--- src/inc/pioc_pkg.sv ---
// Purpose: Shared constants for the parallel I/O output control block.
// Assumes: 16-bit host register port with byte offsets, one clock domain.
// Notes:   Offsets are byte addresses on the host register port.
package pioc_pkg;

  localparam int WORD_W      = 16;
  localparam int ADDR_W      = 7;
  localparam int NUM_LINES   = 48;
  localparam int MAX_PAIRS   = 24;
  localparam int CNT_W       = 32;

  // Register offsets.
  localparam logic [ADDR_W-1:0] OFS_CTRL_LOW  = 7'h00;
  localparam logic [ADDR_W-1:0] OFS_CTRL_MID  = 7'h02;
  localparam logic [ADDR_W-1:0] OFS_CTRL_HIGH = 7'h04;
  localparam logic [ADDR_W-1:0] OFS_BASE      = 7'h06;

  // Values after reset.
  localparam logic [WORD_W-1:0] CTRL_RESET = 16'hffff;
  localparam logic [WORD_W-1:0] BASE_RESET = 16'h0000;
  localparam logic [CNT_W-1:0]  CNT_RESET  = 32'h0000_0000;

  // Base control word field positions.
  localparam int BIT_OUT_REG_EN  = 0;
  localparam int BIT_MASTER_INT  = 1;
  localparam int BIT_FORCE_INT   = 2;
  localparam int BIT_DOWN_INT_EN = 8;
  localparam int BIT_DOWN_LOAD   = 9;
  localparam int BIT_SQUARE_WAVE = 10;
  localparam int BIT_UP_INT_EN   = 12;
  localparam int BIT_UP_CLEAR    = 13;
  localparam int BIT_UP_HOLD     = 14;

endpackage

--- src/logic/pioc_output_control.sv ---
// Purpose: Output control words, second output stage and base control word.
// Assumes: Host port is a 16-bit synchronous strobe port on the bus clock.
// Notes:   DIFF_PAIRS picks the build variant: 0, 4, 8, 12, 16, 20 or 24.
`timescale 1ns/100ps
`default_nettype none
module pioc_output_control #(
  parameter int DIFF_PAIRS = 0
) (
  input  wire logic                          clock,          // Bus clock, 20 MHz.
  input  wire logic                          rst_n,          // Synchronous reset, active low.
  input  wire logic [pioc_pkg::ADDR_W-1:0]   reg_addr,       // Byte offset of the access.
  input  wire logic                          reg_wr,         // Write strobe, one cycle.
  input  wire logic                          reg_rd,         // Read strobe, one cycle.
  input  wire logic [pioc_pkg::WORD_W-1:0]   reg_wdata,      // Write data.
  output logic      [pioc_pkg::WORD_W-1:0]   reg_rdata,      // Read data.
  output logic                               reg_ack,        // Access done, one cycle.
  input  wire logic [pioc_pkg::CNT_W-1:0]    preload_value,  // Down-counter preload.
  input  wire logic [pioc_pkg::CNT_W-1:0]    mask_value,     // Up-counter period mask.
  input  wire logic                          filt_int_req,   // Filtered-input interrupt.
  output logic      [pioc_pkg::NUM_LINES-1:0] se_drive_low,  // Open-drain enable per line.
  output logic      [pioc_pkg::MAX_PAIRS-1:0] diff_data,     // Pair data value.
  output logic      [pioc_pkg::MAX_PAIRS-1:0] diff_tx_en,    // Pair transmit enable.
  output logic                               int_req,        // Level-0 interrupt, high.
  output logic      [pioc_pkg::CNT_W-1:0]    up_readback     // Up-counter readback.
);
  import pioc_pkg::*;

  localparam int SE_LINES = NUM_LINES - 2 * DIFF_PAIRS;
  localparam int DATA_LO  = NUM_LINES - 2 * DIFF_PAIRS;
  localparam int DIR_LO   = NUM_LINES - DIFF_PAIRS;
  // Highest data position: line 47 when single-ended, else the top pair data bit.
  localparam int SQ_POS   = (DIFF_PAIRS == 0) ? NUM_LINES - 1 : DIR_LO - 1;
  // Guarded indices keep the variant checks in range when there are no pairs.
  localparam int DIR0     = (DIFF_PAIRS > 0) ? DIR_LO : 0;
  localparam int TOP_DATA = (DIFF_PAIRS > 0) ? DIFF_PAIRS - 1 : 0;

  function automatic logic hit(input logic [ADDR_W-1:0] addr,
                               input logic [ADDR_W-1:0] ofs);
    hit = (addr == ofs);
  endfunction

  logic [NUM_LINES-1:0] ctrl_reg;
  logic [NUM_LINES-1:0] ctrl_next;
  logic [NUM_LINES-1:0] stage2_reg;
  logic [NUM_LINES-1:0] stage2_next;
  logic [WORD_W-1:0]    base_reg;
  logic [WORD_W-1:0]    base_next;
  logic [WORD_W-1:0]    rdata_reg;
  logic [WORD_W-1:0]    rdata_next;
  logic                 ack_reg;
  logic                 ack_next;
  logic                 released_reg;
  logic                 released_next;
  logic                 int_reg;
  logic                 int_next;
  logic [NUM_LINES-1:0] se_reg;
  logic [NUM_LINES-1:0] se_next;
  logic [MAX_PAIRS-1:0] dd_reg;
  logic [MAX_PAIRS-1:0] dd_next;
  logic [MAX_PAIRS-1:0] tx_reg;
  logic [MAX_PAIRS-1:0] tx_next;
  logic [NUM_LINES-1:0] eff;
  logic                 down_zero;
  logic                 down_wave;
  logic                 up_event;

  // Host register port: primary control words and base word.
  always_comb begin
    ctrl_next  = ctrl_reg;
    base_next  = base_reg;
    rdata_next = rdata_reg;
    ack_next   = reg_wr | reg_rd;
    if (reg_wr) begin
      if (hit(reg_addr, OFS_CTRL_LOW)) begin
        ctrl_next[15:0] = reg_wdata;
      end
      if (hit(reg_addr, OFS_CTRL_MID)) begin
        ctrl_next[31:16] = reg_wdata;
      end
      if (hit(reg_addr, OFS_CTRL_HIGH)) begin
        ctrl_next[47:32] = reg_wdata;
      end
      if (hit(reg_addr, OFS_BASE)) begin
        base_next = reg_wdata;
      end
    end
    if (reg_rd) begin
      unique case (1'b1)
        hit(reg_addr, OFS_CTRL_LOW):  rdata_next = ctrl_reg[15:0];
        hit(reg_addr, OFS_CTRL_MID):  rdata_next = ctrl_reg[31:16];
        hit(reg_addr, OFS_CTRL_HIGH): rdata_next = ctrl_reg[47:32];
        hit(reg_addr, OFS_BASE):      rdata_next = base_reg;
        default:                      rdata_next = 16'h0000;
      endcase
    end
  end

  always_ff @(posedge clock) begin
    if (!rst_n) begin
      ctrl_reg  <= {CTRL_RESET, CTRL_RESET, CTRL_RESET};
      base_reg  <= BASE_RESET;
      rdata_reg <= 16'h0000;
      ack_reg   <= 1'b0;
    end else begin
      ctrl_reg  <= ctrl_next;
      base_reg  <= base_next;
      rdata_reg <= rdata_next;
      ack_reg   <= ack_next;
    end
  end

  // Second output stage. Copying every clock while enabled gives both the
  // per-word update one clock after a write and the joint update on enable.
  always_comb begin
    stage2_next   = base_reg[BIT_OUT_REG_EN] ? ctrl_reg : stage2_reg;
    released_next = released_reg | base_reg[BIT_OUT_REG_EN];
    eff           = stage2_next;
    if (base_reg[BIT_SQUARE_WAVE]) begin
      eff[SQ_POS] = down_wave;
    end
  end

  // Line mapping. Until the stage is first enabled every driver stays off.
  for (genvar i = 0; i < NUM_LINES; i++) begin : g_se
    if (i < SE_LINES) begin : g_on
      assign se_next[i] = released_next & ~eff[i];
    end else begin : g_off
      assign se_next[i] = 1'b0;
    end
  end

  for (genvar k = 0; k < MAX_PAIRS; k++) begin : g_pair
    if (k < DIFF_PAIRS) begin : g_on
      assign dd_next[k] = eff[DATA_LO + k];
      assign tx_next[k] = released_next & eff[DIR_LO + k];
    end else begin : g_off
      assign dd_next[k] = 1'b0;
      assign tx_next[k] = 1'b0;
    end
  end

  always_ff @(posedge clock) begin
    if (!rst_n) begin
      stage2_reg   <= {CTRL_RESET, CTRL_RESET, CTRL_RESET};
      released_reg <= 1'b0;
      se_reg       <= '0;
      dd_reg       <= '0;
      tx_reg       <= '0;
    end else begin
      stage2_reg   <= stage2_next;
      released_reg <= released_next;
      se_reg       <= se_next;
      dd_reg       <= dd_next;
      tx_reg       <= tx_next;
    end
  end

  // Interrupt request, gated by the master enable.
  always_comb begin
    int_next = base_reg[BIT_MASTER_INT] &
               (filt_int_req |
                base_reg[BIT_FORCE_INT] |
                (base_reg[BIT_DOWN_INT_EN] & down_zero) |
                (base_reg[BIT_UP_INT_EN] & up_event));
  end

  always_ff @(posedge clock) begin
    if (!rst_n) begin
      int_reg <= 1'b0;
    end else begin
      int_reg <= int_next;
    end
  end

  pioc_down_counter u_down (
    .clock      (clock),
    .rst_n      (rst_n),
    .load       (base_reg[BIT_DOWN_LOAD]),
    .preload    (preload_value),
    .zero_pulse (down_zero),
    .wave       (down_wave)
  );

  pioc_up_counter u_up (
    .clock       (clock),
    .rst_n       (rst_n),
    .clear       (base_reg[BIT_UP_CLEAR]),
    .hold        (base_reg[BIT_UP_HOLD]),
    .mask        (mask_value),
    .event_pulse (up_event),
    .readback    (up_readback)
  );

  assign reg_rdata    = rdata_reg;
  assign reg_ack      = ack_reg;
  assign se_drive_low = se_reg;
  assign diff_data    = dd_reg;
  assign diff_tx_en   = tx_reg;
  assign int_req      = int_reg;
endmodule
`default_nettype wire

--- src/logic/pioc_down_counter.sv ---
// Purpose: Reload-on-zero down counter with zero pulse and square wave.
// Assumes: Preload value is stable or changes only between counts.
// Notes:   A preload of N gives a zero pulse every N+1 clocks.
`timescale 1ns/100ps
`default_nettype none
module pioc_down_counter (
  input  wire logic                      clock,        // Bus clock.
  input  wire logic                      rst_n,        // Synchronous reset, active low.
  input  wire logic                      load,         // Load preload while high.
  input  wire logic [pioc_pkg::CNT_W-1:0] preload,     // Reload value.
  output logic                           zero_pulse,   // One-cycle pulse at each zero.
  output logic                           wave          // Square wave, toggles at zero.
);
  import pioc_pkg::*;

  logic [CNT_W-1:0] count_reg;
  logic [CNT_W-1:0] count_next;
  logic             zero_reg;
  logic             zero_next;
  logic             wave_reg;
  logic             wave_next;

  always_comb begin
    count_next = count_reg - 32'h0000_0001;
    zero_next  = 1'b0;
    wave_next  = wave_reg;
    if (load) begin
      count_next = preload;
    end else if (count_reg == CNT_RESET) begin
      count_next = preload;
      zero_next  = 1'b1;
      wave_next  = ~wave_reg;
    end
  end

  always_ff @(posedge clock) begin
    if (!rst_n) begin
      count_reg <= CNT_RESET;
      zero_reg  <= 1'b0;
      wave_reg  <= 1'b0;
    end else begin
      count_reg <= count_next;
      zero_reg  <= zero_next;
      wave_reg  <= wave_next;
    end
  end

  assign zero_pulse = zero_reg;
  assign wave       = wave_reg;
endmodule
`default_nettype wire

--- src/logic/pioc_up_counter.sv ---
// Purpose: Free-running up counter with masked period event and readback.
// Assumes: Mask selects one or more count bits for the event period.
// Notes:   The event fires when the masked count turns from zero to nonzero.
`timescale 1ns/100ps
`default_nettype none
module pioc_up_counter (
  input  wire logic                       clock,     // Bus clock.
  input  wire logic                       rst_n,     // Synchronous reset, active low.
  input  wire logic                       clear,     // Force count to zero while high.
  input  wire logic                       hold,      // Freeze the readback while high.
  input  wire logic [pioc_pkg::CNT_W-1:0] mask,      // Period select mask.
  output logic                            event_pulse, // One-cycle period event.
  output logic [pioc_pkg::CNT_W-1:0]      readback   // Readback copy of the count.
);
  import pioc_pkg::*;

  logic [CNT_W-1:0] count_reg;
  logic [CNT_W-1:0] count_next;
  logic [CNT_W-1:0] rdbk_reg;
  logic [CNT_W-1:0] rdbk_next;
  logic             hit_reg;
  logic             hit_next;
  logic             event_reg;
  logic             event_next;

  always_comb begin
    count_next = clear ? CNT_RESET : count_reg + 32'h0000_0001;
    rdbk_next  = hold ? rdbk_reg : count_reg;
    hit_next   = |(count_reg & mask);
    event_next = hit_next & ~hit_reg;
  end

  always_ff @(posedge clock) begin
    if (!rst_n) begin
      count_reg <= CNT_RESET;
      rdbk_reg  <= CNT_RESET;
      hit_reg   <= 1'b0;
      event_reg <= 1'b0;
    end else begin
      count_reg <= count_next;
      rdbk_reg  <= rdbk_next;
      hit_reg   <= hit_next;
      event_reg <= event_next;
    end
  end

  assign event_pulse = event_reg;
  assign readback    = rdbk_reg;
endmodule
`default_nettype wire

--- config.mk ---
export PLATFORM = sky130hd
export DESIGN_NAME = pioc_output_control
export DESIGN_NICKNAME = d
export VERILOG_FILES = /design/src/inc/pioc_pkg.sv /design/src/logic/pioc_output_control.sv /design/src/logic/pioc_down_counter.sv /design/src/logic/pioc_up_counter.sv
export SDC_FILE = /design/constraint.sdc
export NUM_CORES = 1
export LEC_CHECK = 0
export BUFFER_PORTS_ARGS = -buffer_cell sky130_fd_sc_hd__buf_2
export CORE_ASPECT_RATIO = 1.75
export CORE_MARGIN = 1
export CORE_UTILIZATION = 40
export CTS_BUF_LIST = sky130_fd_sc_hd__clkbuf_4 sky130_fd_sc_hd__clkbuf_8
export DETAILED_ROUTE_END_ITERATION = 6
export PLACE_DENSITY_LB_ADDON = 0.08
export SYNTH_ARGS = -nofsm -noshare
export SYNTH_HDL_FRONTEND = slang
export SYNTH_HIERARCHICAL = 1
export SYNTH_SLANG_ARGS = --single-unit
--- constraint.sdc ---
create_clock -name clock -period 2.2 [get_ports clock]
set_input_delay 0.44 -clock clock [delete_from_list [all_inputs] [get_ports clock]]
set_output_delay 0.44 -clock clock [all_outputs]
set_load 0.01 [all_outputs]
==> results.ini, run 1 <==
[clocking]
path_clk_slew_ns = 0.06
cts_sinks = 279
cts_tree = yes
cts_buffers = 43
clockBufferDepth = 3
htreeDepth = 2
cts-root-buf = clkbuf_8
hold_buffers = 0
clock_latency_ns = 0.58

[global_route]
grt_pass1_vias = 9220
grt_pass1_wl_mm = 51.2
grt_usage_pct = 22.2
grt_max_degree = 65
antenna_found_initial = 0
grt_overflow = 0

[logic_synthesis]
ys_seq_area_share_pct = 47.9
ys_seq_elements = 279
synth_area_um2 = 11700
ys.flop_type = dfxtp_1
synth_top_area_cell = dfxtp_1
syn_avg_cell_area_um2 = 9.72
ys_warn_count = 6
synth_cells = 1199
synth_cell_types = 73
synth_top_area_share_pct = 47.9
synth.most_common_cell = dfxtp_1
synth-edff-count = 0
netlist_top_cells_area = dfxtp_1, mux2i_1, nand3_1, nor2_1, buf_4
ys_async_sr_fraction_pct = 0
ys_top_cells_by_count = dfxtp_1, nand3_1, nor2_1

[hold_path]
min_path_type = in -> reg

[sta]
setup_viol = 0
holdWs_ns = 0.0928
clock_skew_ns = 0.0156
worst_slack_ns = 0.0385
setup_tns_ns = 0
rsz0062_at_grt = true
hold_viol_final = 0
slew_violations = 0
finalCritPeriodShare_pct = 98.2
worst_pin_slew_ns = 0.682
period_needed_ns = 2.16
slew-limit-headroom_pct = 54.5
fmax_mhz = 463

[placed_design]
post-place-ws_ns = -0.0761
io_buffer_count = 189
gp_routability_congestion = 0.834
hpwl_mm = 23.1
place_area_um2 = 13200

[layout]
final_nets = 1520
fillers = 2771
area_delta_synth_final_pct = 21.7
diodes = 0
drive_above_1_share_pct = 27.1
final_cell_area_um2 = 14200

[power]
p_per_area_nw_per_um2 = 827
irDropWorstVdd_mv = 0.658
power_mw = 11.7
p_leak_nw = 5.45

[drt]
drt-initial-drc-count = 538
drt-total-wl_mm = 33.3
wl_per_cell_um = 18.1
drtPass1Iterations = 5
routed-via-count = 9472
vias_per_cell = 5.16
ant_nets = 0
drc_errors = 0

[worst_setup_path]
arrival_ns = 2.60
worstPathMaxFanout = 15
path_class = reg -> reg
end_kind = flop
start_kind = flop
worstPathRequired_ns = 2.63

[floorplan]
fp.dieH_um = 228
die_x_um = 131
start_util_pct = 40.7
rows = 82
die_area_um2 = 29900
num_io_pins = 238
core_um2 = 28600

[flow_run]
drv_cap = 0

[status]
status = completed

==> routing by layer <==
| metal | vias to the layer above | track usage, % | wire length [µm] |
|---|---|---|---|
| met3 | 57 | 3.38 | 1500 |
| li1 | 4645 | - | - |
| met1 | 4518 | 25.8 | 13400 |
| met4 | 0 | 8.05 | 873 |
| met5 | - | 0 | 0 |
| met2 | 252 | 40.1 | 17600 |
==> cell type report <==
cell class	count	area [µm²]	share of cell area, %
inverter	11	41.3	0.291
clock inverter	5	31.3	0.221
clock buffer	74	875	6.17
sequential	279	5590	39.4
multi-input combinational	821	5470	38.6
tap	378	473	3.34
timing repair buffer	269	1700	12.0
==> what timing repair did <==
action,in CTS,in global routing
setup endpoints to repair,30,31
pin swaps,1,1
cloned,1,1
gates resized for setup,6,6
setup buffers,0,1
==> cells by family (layout without fill, tap and decap cells) <==
group / count (synthesis) / after routing / synth area share, %
AND/OR/NAND/NOR: 444 / 444 / 19.8
flip-flops: 279 / 279 / 47.9
AO/OA/AOI/OAI: 187 / 187 / 11.1
buffers and inverters: 146 / 359 / 7.25
multiplexers: 102 / 102 / 10.8
XOR/XNOR: 37 / 37 / 2.78
adder cells (fa/ha/maj): 3 / 3 / 0.322
other: 1 / 48 / 0.0322
==> metrics by stage <==
| stage | util (%) | cells |
|---|---|---|
| floorplan | - | 1246 |
| global placement | 46.0 | 1755 |
| detailed placement | 46.0 | 1755 |
| CTS | 49.3 | 1835 |
| global route | 49.5 | 1837 |
| finish | 49.5 | 1837 |
==> final timing paths <==
path | endpoint | depth (start not counted) | startpoint | slack, ns
min reg2reg | stage2_reg[36] | 2 | stage2_reg[36] | 0.47
max reg2reg | u_down/count_reg[22] | 6 | u_down/count_reg[24] | 0.04
min | reg_ack | 2 | reg_rd | 0.09
max | u_down/count_reg[22] | 6 | u_down/count_reg[24] | 0.04
==> power breakdown <==
| group | switching [mW] | total, mW | internal [mW] |
|---|---|---|---|
| sequential | 0.137 | 5.34 | 5.21 |
| clock | 2.09 | 4.59 | 2.50 |
| combinational | 0.946 | 1.80 | 0.853 |
| total | 3.18 | 11.7 | 8.56 |
==> worst max-delay path: stages, from the launching register on <==
cell,delay [ns]
dfxtp_1,0.31
or4_4,0.53
or3_4,0.39
o41a_4,0.44
clkbuf_16,0.21
nor2_1,0.09
a211oi_1,0.05
==> placed cells by master (no fill, tap or decap), types with 4 or more instances in the layout <==
| cell type | count |
|---|---|
| inv_1 | 9 |
| conb_1 | 48 |
| a32o_1 | 16 |
| nor3_1 | 15 |
| xnor2_1 | 23 |
| nor4_1 | 9 |
| nand2_1 | 69 |
| a21boi_1 | 5 |
| or3_1 | 4 |
| clkbuf_4 | 23 |
| buf_12 | 9 |
| xor2_1 | 14 |
| nand4_1 | 13 |
| a21boi_0 | 13 |
| a22oi_1 | 8 |
| nor2b_1 | 35 |
| nand3_1 | 130 |
| mux4_1 | 9 |
| o31ai_1 | 12 |
| buf_2 | 188 |
| nor2_1 | 104 |
| a221oi_1 | 4 |
| a211oi_2 | 8 |
| a21oi_1 | 15 |
| or4_1 | 15 |
| clkbuf_8 | 51 |
| nand2b_1 | 8 |
| a22o_1 | 5 |
| mux4_2 | 7 |
| a211oi_1 | 17 |
| mux2i_1 | 86 |
| buf_4 | 70 |
| o21ai_0 | 67 |
| dfxtp_1 | 277 |
(Power assumes the default switching activity.)
==> run 2, diff against run 1 <==
--- a/config.mk
+++ b/config.mk
@@ -14,5 +14,4 @@
 export PLACE_DENSITY_LB_ADDON = 0.08
 export SYNTH_ARGS = -nofsm -noshare
 export SYNTH_HDL_FRONTEND = slang
-export SYNTH_HIERARCHICAL = 1
 export SYNTH_SLANG_ARGS = --single-unit
==> results.ini, run 2 <==
[logic_synthesis]
synth.most_common_cell = dfxtp_1
ys_seq_area_share_pct = 50.6  ; +2.6 points
synth-edff-count = 0  ; unchanged
netlist_top_cells_area = dfxtp_1, mux2i_1, nand2_1, nand3_1, a22oi_1
ys_top_cells_by_count = dfxtp_1, nand2_1, mux2i_1
synth_top_area_cell = dfxtp_1
ys_seq_elements = 279  ; unchanged
ys.flop_type = dfxtp_1
synth_area_um2 = 11000  ; -5.2%
syn_avg_cell_area_um2 = 9.34  ; -3.9%
synth_cell_types = 53  ; -27%
ys_async_sr_fraction_pct = 0  ; unchanged
synth_top_area_share_pct = 50.6  ; +2.6 points
ys_warn_count = 0  ; -6
synth_cells = 1183  ; -1.3%

[clocking]
cts_tree = yes
clock_latency_ns = 0.56  ; -0.02 ns
clockBufferDepth = 3  ; unchanged
cts_sinks = 279  ; unchanged
cts-root-buf = clkbuf_8
path_clk_slew_ns = 0.06  ; about the same
hold_buffers = 0  ; unchanged
htreeDepth = 2  ; unchanged
cts_buffers = 42  ; -2.3%

[placed_design]
hpwl_mm = 21.6  ; -6.6%
gp_routability_congestion = 0.803  ; -3.7%
io_buffer_count = 189  ; unchanged

[worst_setup_path]
rrSetupSlack_ns = -0.15  ; -0.19 ns
worstPathMaxFanout = 5  ; -10
reg2reg_depth = 6  ; unchanged
path_class = reg -> reg
end_kind = flop
arrival_ns = 2.83  ; +0.23 ns
worstPathRequired_ns = 2.68  ; +0.05 ns
start_kind = flop
r2r_end = u_down.count_reg[31]
r2r-start = u_down.count_reg[21]

[status]
violations = setup timing
status = finished, violations left

[global_route]
grt.met3_usage_pct = 3.74  ; +0.36 points
grt_usage_pct = 21.6  ; -0.65 points
grt_overflow = 0  ; unchanged
grt_max_degree = 51  ; -22%
grt_busiest_layer = met2
grt_pass1_vias = 8731  ; -5.3%
met1_usage_pct = 22.9  ; -2.9 points
antenna_found_initial = 0  ; unchanged
met2_usage_pct = 41.0  ; +0.91 points
grt_pass1_wl_mm = 47.1  ; -8.0%

[sta]
slew_violations = 0  ; unchanged
finalCritPeriodShare_pct = 107  ; +8.7 points
rsz0062_at_grt = true
setup_tns_ns = -2.58  ; -2.58 ns
setup_viol = 32  ; +32
hold_viol_final = 0  ; unchanged
period_needed_ns = 2.35  ; +0.191 ns
clock_skew_ns = 0.0204  ; +0.00482 ns
holdWs_ns = 0.0882  ; -0.00455 ns
worst_slack_ns = -0.152  ; -0.191 ns
worst_pin_slew_ns = 0.956  ; +0.274 ns
slew-limit-headroom_pct = 36.1  ; -18 points
fmax_mhz = 425  ; -8.1%

[flow_run]
drv_cap = 0  ; unchanged

[layout]
area_delta_synth_final_pct = 25.0
final_nets = 1510  ; -0.66%
final_common_cell = dfxtp_1
fillers = 2702  ; -2.5%
diodes = 0  ; unchanged
drive_above_1_share_pct = 26.5  ; -0.62 points
final_cell_mix = dfxtp_1, nand2_1, buf_2
final_core_util_pct = 50.7  ; +1.2 points

[power]
p_leak_nw = 5.69  ; +4.5%
power_mw = 13.3  ; +13%
p_per_area_nw_per_um2 = 964  ; +17%
irDropWorstVdd_mv = 0.587  ; -11%

[drt]
routed-via-count = 8861  ; -6.5%
drt-initial-drc-count = 376  ; -30%
drtPass1Iterations = 5  ; unchanged
drt-total-wl_mm = 30.3  ; -8.9%
wl_per_cell_um = 16.7  ; -7.7%
ant_nets = 0  ; unchanged
drc_errors = 0  ; unchanged
vias_per_cell = 4.89  ; -5.2%

[floorplan]
die_area_um2 = 28300  ; -5.2%
num_io_pins = 238  ; unchanged
rows = 80  ; -2.4%
start_util_pct = 40.6  ; -0.14 points
core_um2 = 27200  ; -4.9%
die_x_um = 128  ; -2.6%
fp.dieH_um = 222  ; -2.6%

[hold_path]
min_path_type = in -> reg
whs_endpoint = u_down.count_reg[27]
hold_depth = 2  ; unchanged
holdCritStartpoint = preload_value[27]

## run 2: per-stage QoR
step | worst slack [ns] | cell area, µm² | std cells
final | -0.152 | 13800 | 1813
after global routing | -0.252 | 13800 | 1813
after CTS | -0.147 | 13800 | 1813
after detailed placement | -0.172 | 12700 | 1735
after global placement | -0.151 | 12700 | 1735
after floorplan | -0.195 | 11300 | 1230
## run 2: worst max-delay path by stage
stage,slack (ns),end,startpoint
2_1_floorplan,-0.19,u_down.count_reg[20],u_down.count_reg[21]
3_3_place_gp,-0.15,u_down.count_reg[3],u_down.count_reg[21]
3_5_place_dp,-0.17,u_down.count_reg[3],u_down.count_reg[21]
4_1_cts,-0.15,u_down.count_reg[31],u_down.count_reg[21]
5_1_grt,-0.25,u_down.count_reg[31],u_down.count_reg[21]
6_report,-0.15,u_down.count_reg[31],u_down.count_reg[21]
## run 2: per-layer routing
layer	share of wire, %	routed length [µm]
met5	0	0
met4	3.7	1120
met3	4.2	1260
met2	55	16600
met1	38	11400
## run 2: power breakdown
group	leakage [nW]	internal (mW)	switching, mW
combinational	2.95	1.64	1.57
clock	0.486	2.59	2.01
sequential	2.26	5.30	0.197
## run 2: timing repair
action,4_1_cts,5_1_grt
gates resized for setup,46,11
gates cloned,3,0
endpoints found under the setup margin,33,34
pin swaps,4,1
setup buffers,3,0
## run 2: cell type report
| class | instances | area (µm²) | area share [%] |
|---|---|---|---|
| Clock inverter | 6 | 57.6 | 0.417 |
| Multi-Input combinational cell | 817 | 5110 | 37.0 |
| Tap cell | 369 | 462 | 3.34 |
| Clock buffer | 67 | 860 | 6.23 |
| Inverter | 11 | 41.3 | 0.299 |
| Timing Repair Buffer | 264 | 1690 | 12.2 |
| Sequential cell | 279 | 5590 | 40.5 |
## run 2: cells by family (layout without fill, tap and decap cells)
group                    count (synthesis)  in the layout  synth area share, %
AO/OA/AOI/OAI                          123            123                 8.13
XOR/XNOR                                51             51                 4.04
adder cells (fa/ha/maj)                  3              3                0.340
buffers and inverters                  134            348                 6.46
flip-flops                             279            279                 50.6
multiplexers                            96             96                 8.70
other                                    1             48               0.0339
AND/OR/NAND/NOR                        496            496                 21.7
## run 2: critical path, stage by stage, from the launching register on
cell and delay [ns]:
dfxtp_2 0.32, or4_4 0.53, or4_4 0.51, buf_6 0.14, or2_4 0.24, or4_1 0.40, a31oi_1 0.14
==> run 3, diff against run 2 <==
--- a/config.mk
+++ b/config.mk
@@ -5,6 +5,7 @@
 export SDC_FILE = /design/constraint.sdc
 export NUM_CORES = 1
 export LEC_CHECK = 0
+export ABC_AREA = 1
 export BUFFER_PORTS_ARGS = -buffer_cell sky130_fd_sc_hd__buf_2
 export CORE_ASPECT_RATIO = 1.75
 export CORE_MARGIN = 1
==> results.ini, run 3 <==
[worst_setup_path]
path_class = reg -> reg
arrival_ns = 2.22  ; -0.61 ns
worstPathRequired_ns = 2.65  ; -0.03 ns
worstPathMaxFanout = 4  ; -1
path_common_cell = nand2_1
start_kind = flop
cpPeakStageDelay_ns = 0.31  ; -0.22 ns
end_kind = flop
cp_slowest_cell = dfxtp_1
critical_path.cell_chain = inv_1 -> ha_1 -> nand2_1 -> inv_1 -> nand2_1 -> nor2_1 -> nand2_1 -> nand2_1 -> nand2_1 -> nor2_1 -> nor2_1

[logic_synthesis]
synth_cell_types = 34  ; -36%
ys_top_cells_by_count = nand2_1, dfxtp_1, nor2_1
netlist_top_cells_area = dfxtp_1, nand2_1, nor2_1, nand3_1, inv_1
synth_cells = 1670  ; +41%
syn_avg_cell_area_um2 = 7.13  ; -24%
synth-edff-count = 0  ; unchanged
ys.flop_type = dfxtp_1
synth.most_common_cell = nand2_1
ys_async_sr_fraction_pct = 0  ; unchanged
synth_top_area_cell = dfxtp_1
ys_seq_elements = 279  ; unchanged
ys_seq_area_share_pct = 46.9  ; -3.6 points
ys_warn_count = 0  ; unchanged
synth_area_um2 = 11900  ; +7.7%
synth_top_area_share_pct = 46.9  ; -3.6 points

[floorplan]
rows = 83  ; +3.8%
core_um2 = 29300  ; +7.6%
fp.dieH_um = 230  ; +3.8%
start_util_pct = 40.6  ; +0.069 points
die_area_um2 = 30500  ; +7.6%
num_io_pins = 238  ; unchanged
die_x_um = 132  ; +3.7%

[clocking]
clock_latency_ns = 0.57  ; about the same
cts-root-buf = clkbuf_8
post_cts_buffers = 0  ; -3
htreeDepth = 2  ; unchanged
cts_sinks = 279  ; unchanged
path_clk_slew_ns = 0.06  ; about the same
clockBufferDepth = 3  ; unchanged
cts_tree = yes
cts_resized = 0  ; -100%
cts_buffers = 41  ; -2.4%
hold_buffers = 0  ; unchanged

[sta]
slew_violations = 0  ; unchanged
holdWs_ns = 0.102  ; +0.0142 ns
period_needed_ns = 1.76  ; -0.588 ns
slew-limit-headroom_pct = 61.5  ; +25 points
finalCritPeriodShare_pct = 80.2  ; -27 points
setup_viol = 0  ; -100%
clock_skew_ns = 0.0237  ; +0.00330 ns
hold_viol_final = 0  ; unchanged
worst_pin_slew_ns = 0.577  ; -0.379 ns
fmax_mhz = 567  ; +33%
setup_tns_ns = 0  ; +2.58 ns
rsz0062_at_grt = false

[flow_run]
drv_cap = 0  ; unchanged

[global_route]
grt_pass1_vias = 10500  ; +20%
grt_pass1_wl_mm = 55.2  ; +17%
grt_overflow = 0  ; unchanged
antenna_found_initial = 4  ; +4
grt_max_degree = 73  ; +43%
grt_usage_pct = 23.1  ; +1.5 points

[power]
power_frac_comb_pct = 26.6  ; +2.5 points
clockPowerShare_pct = 31.9  ; -2.6 points
power_mw = 13.4  ; +0.91%
irDropWorstVdd_mv = 0.694  ; +18%
p_per_area_nw_per_um2 = 963  ; -0.14%
seqPwrFrac_pct = 41.5  ; +0.2 points
swShare_pct = 34.4  ; +6.0 points
switchingPower_mw = 4.62  ; +22%
power.internal_mw = 8.82  ; -7.6%
p_leak_nw = 6.69  ; +18%

[drt]
routed-via-count = 10900  ; +23%
drt-total-wl_mm = 35.0  ; +15%
wl_per_cell_um = 15.4  ; -7.7%
drc_errors = 0  ; unchanged
ant_nets = 0  ; unchanged
drtPass1Iterations = 4  ; -1
vias_per_cell = 4.81  ; -1.5%
drt-initial-drc-count = 402  ; +6.9%

[hold_path]
min_path_type = in -> reg

[layout]
drive_above_1_share_pct = 16.7  ; -9.8 points
fillers = 3121  ; +16%
area_delta_synth_final_pct = 17.2
final_cell_mix = nand2_1, dfxtp_1, nor2_1
final_common_cell = nand2_1
final_nets = 1952  ; +29%

[placed_design]
io_buffer_count = 189  ; unchanged
gp_routability_congestion = 0.867  ; +7.9%
hpwl_mm = 26.1  ; +21%

[status]
status = completed

run 3: path summary, 6_finish.rpt:
| path | start | to | slack (ns) | cells after the start |
|---|---|---|---|---|
| setup / recovery | u_down.count_reg[0] | u_down.count_reg[30] | 0.44 | 11 |
| hold / removal | preload_value[6] | u_down.count_reg[6] | 0.10 | 3 |
| setup reg to reg | u_down.count_reg[0] | u_down.count_reg[30] | 0.44 | 11 |
| hold reg to reg | u_up.hit_reg | u_up.event_pulse | 0.39 | 1 |
run 3: per-layer routing:
layer  global-route usage (%)  vias up  share of wire (%)
met5                        0        -               0.12
met3                     4.21       75                4.3
met1                     22.8     4916                 37
met4                     10.9        6                4.3
li1                         -     5647                  -
met2                     45.4      257                 54
run 3: cell families after synthesis:
logic type	after synthesis	synth area share, %
simple gates	878	30.6
flops	279	46.9
buf+inv	265	10.3
compound gates	231	10.9
xor+xnor	12	0.883
fa+ha+maj	3	0.315
other cells	1	0.0315
mux	1	0.0841
run 3: stage by stage:
stage                     utilization [%]  instance area (µm²)  setup slack (ns)  std cells
after CTS                            47.6                14000             0.409       2264
after floorplan                         -                12100             0.654       1717
after global routing                 47.6                14000             0.195       2264
after global placement               44.8                13100             0.415       2196
after detailed placement             44.8                13100             0.371       2196
final                                47.6                14000             0.435       2265
run 3: cell type report:
type	instances	area [µm²]	share of cell area, %
Antenna cell	1	2.50	0.0179
Clock buffer	65	807	5.78
Clock inverter	3	20.0	0.143
Inverter	139	522	3.74
Multi-Input combinational cell	1173	5290	37.9
Sequential cell	279	5590	40.0
Tap cell	382	478	3.43
Timing Repair Buffer	223	1250	8.98
run 3: power groups by stage:
stage / clock [mW] / combinational [mW] / sequential [mW]
global route: 4.61 / 4.10 / 5.60
finish: 4.28 / 3.58 / 5.57
detailed placement: 0 / 3.59 / 5.68
CTS: 4.43 / 3.60 / 5.57
global placement: 0 / 3.55 / 5.68
floorplan: 0 / 2.81 / 5.59
run 3: worst max-delay path, delay by kind of cell (launching register included):
family	cells	cell delay, ns
fa+ha+maj	1	0.26
buf+inv	2	0.29
simple gates	8	0.81
flops	1	0.31
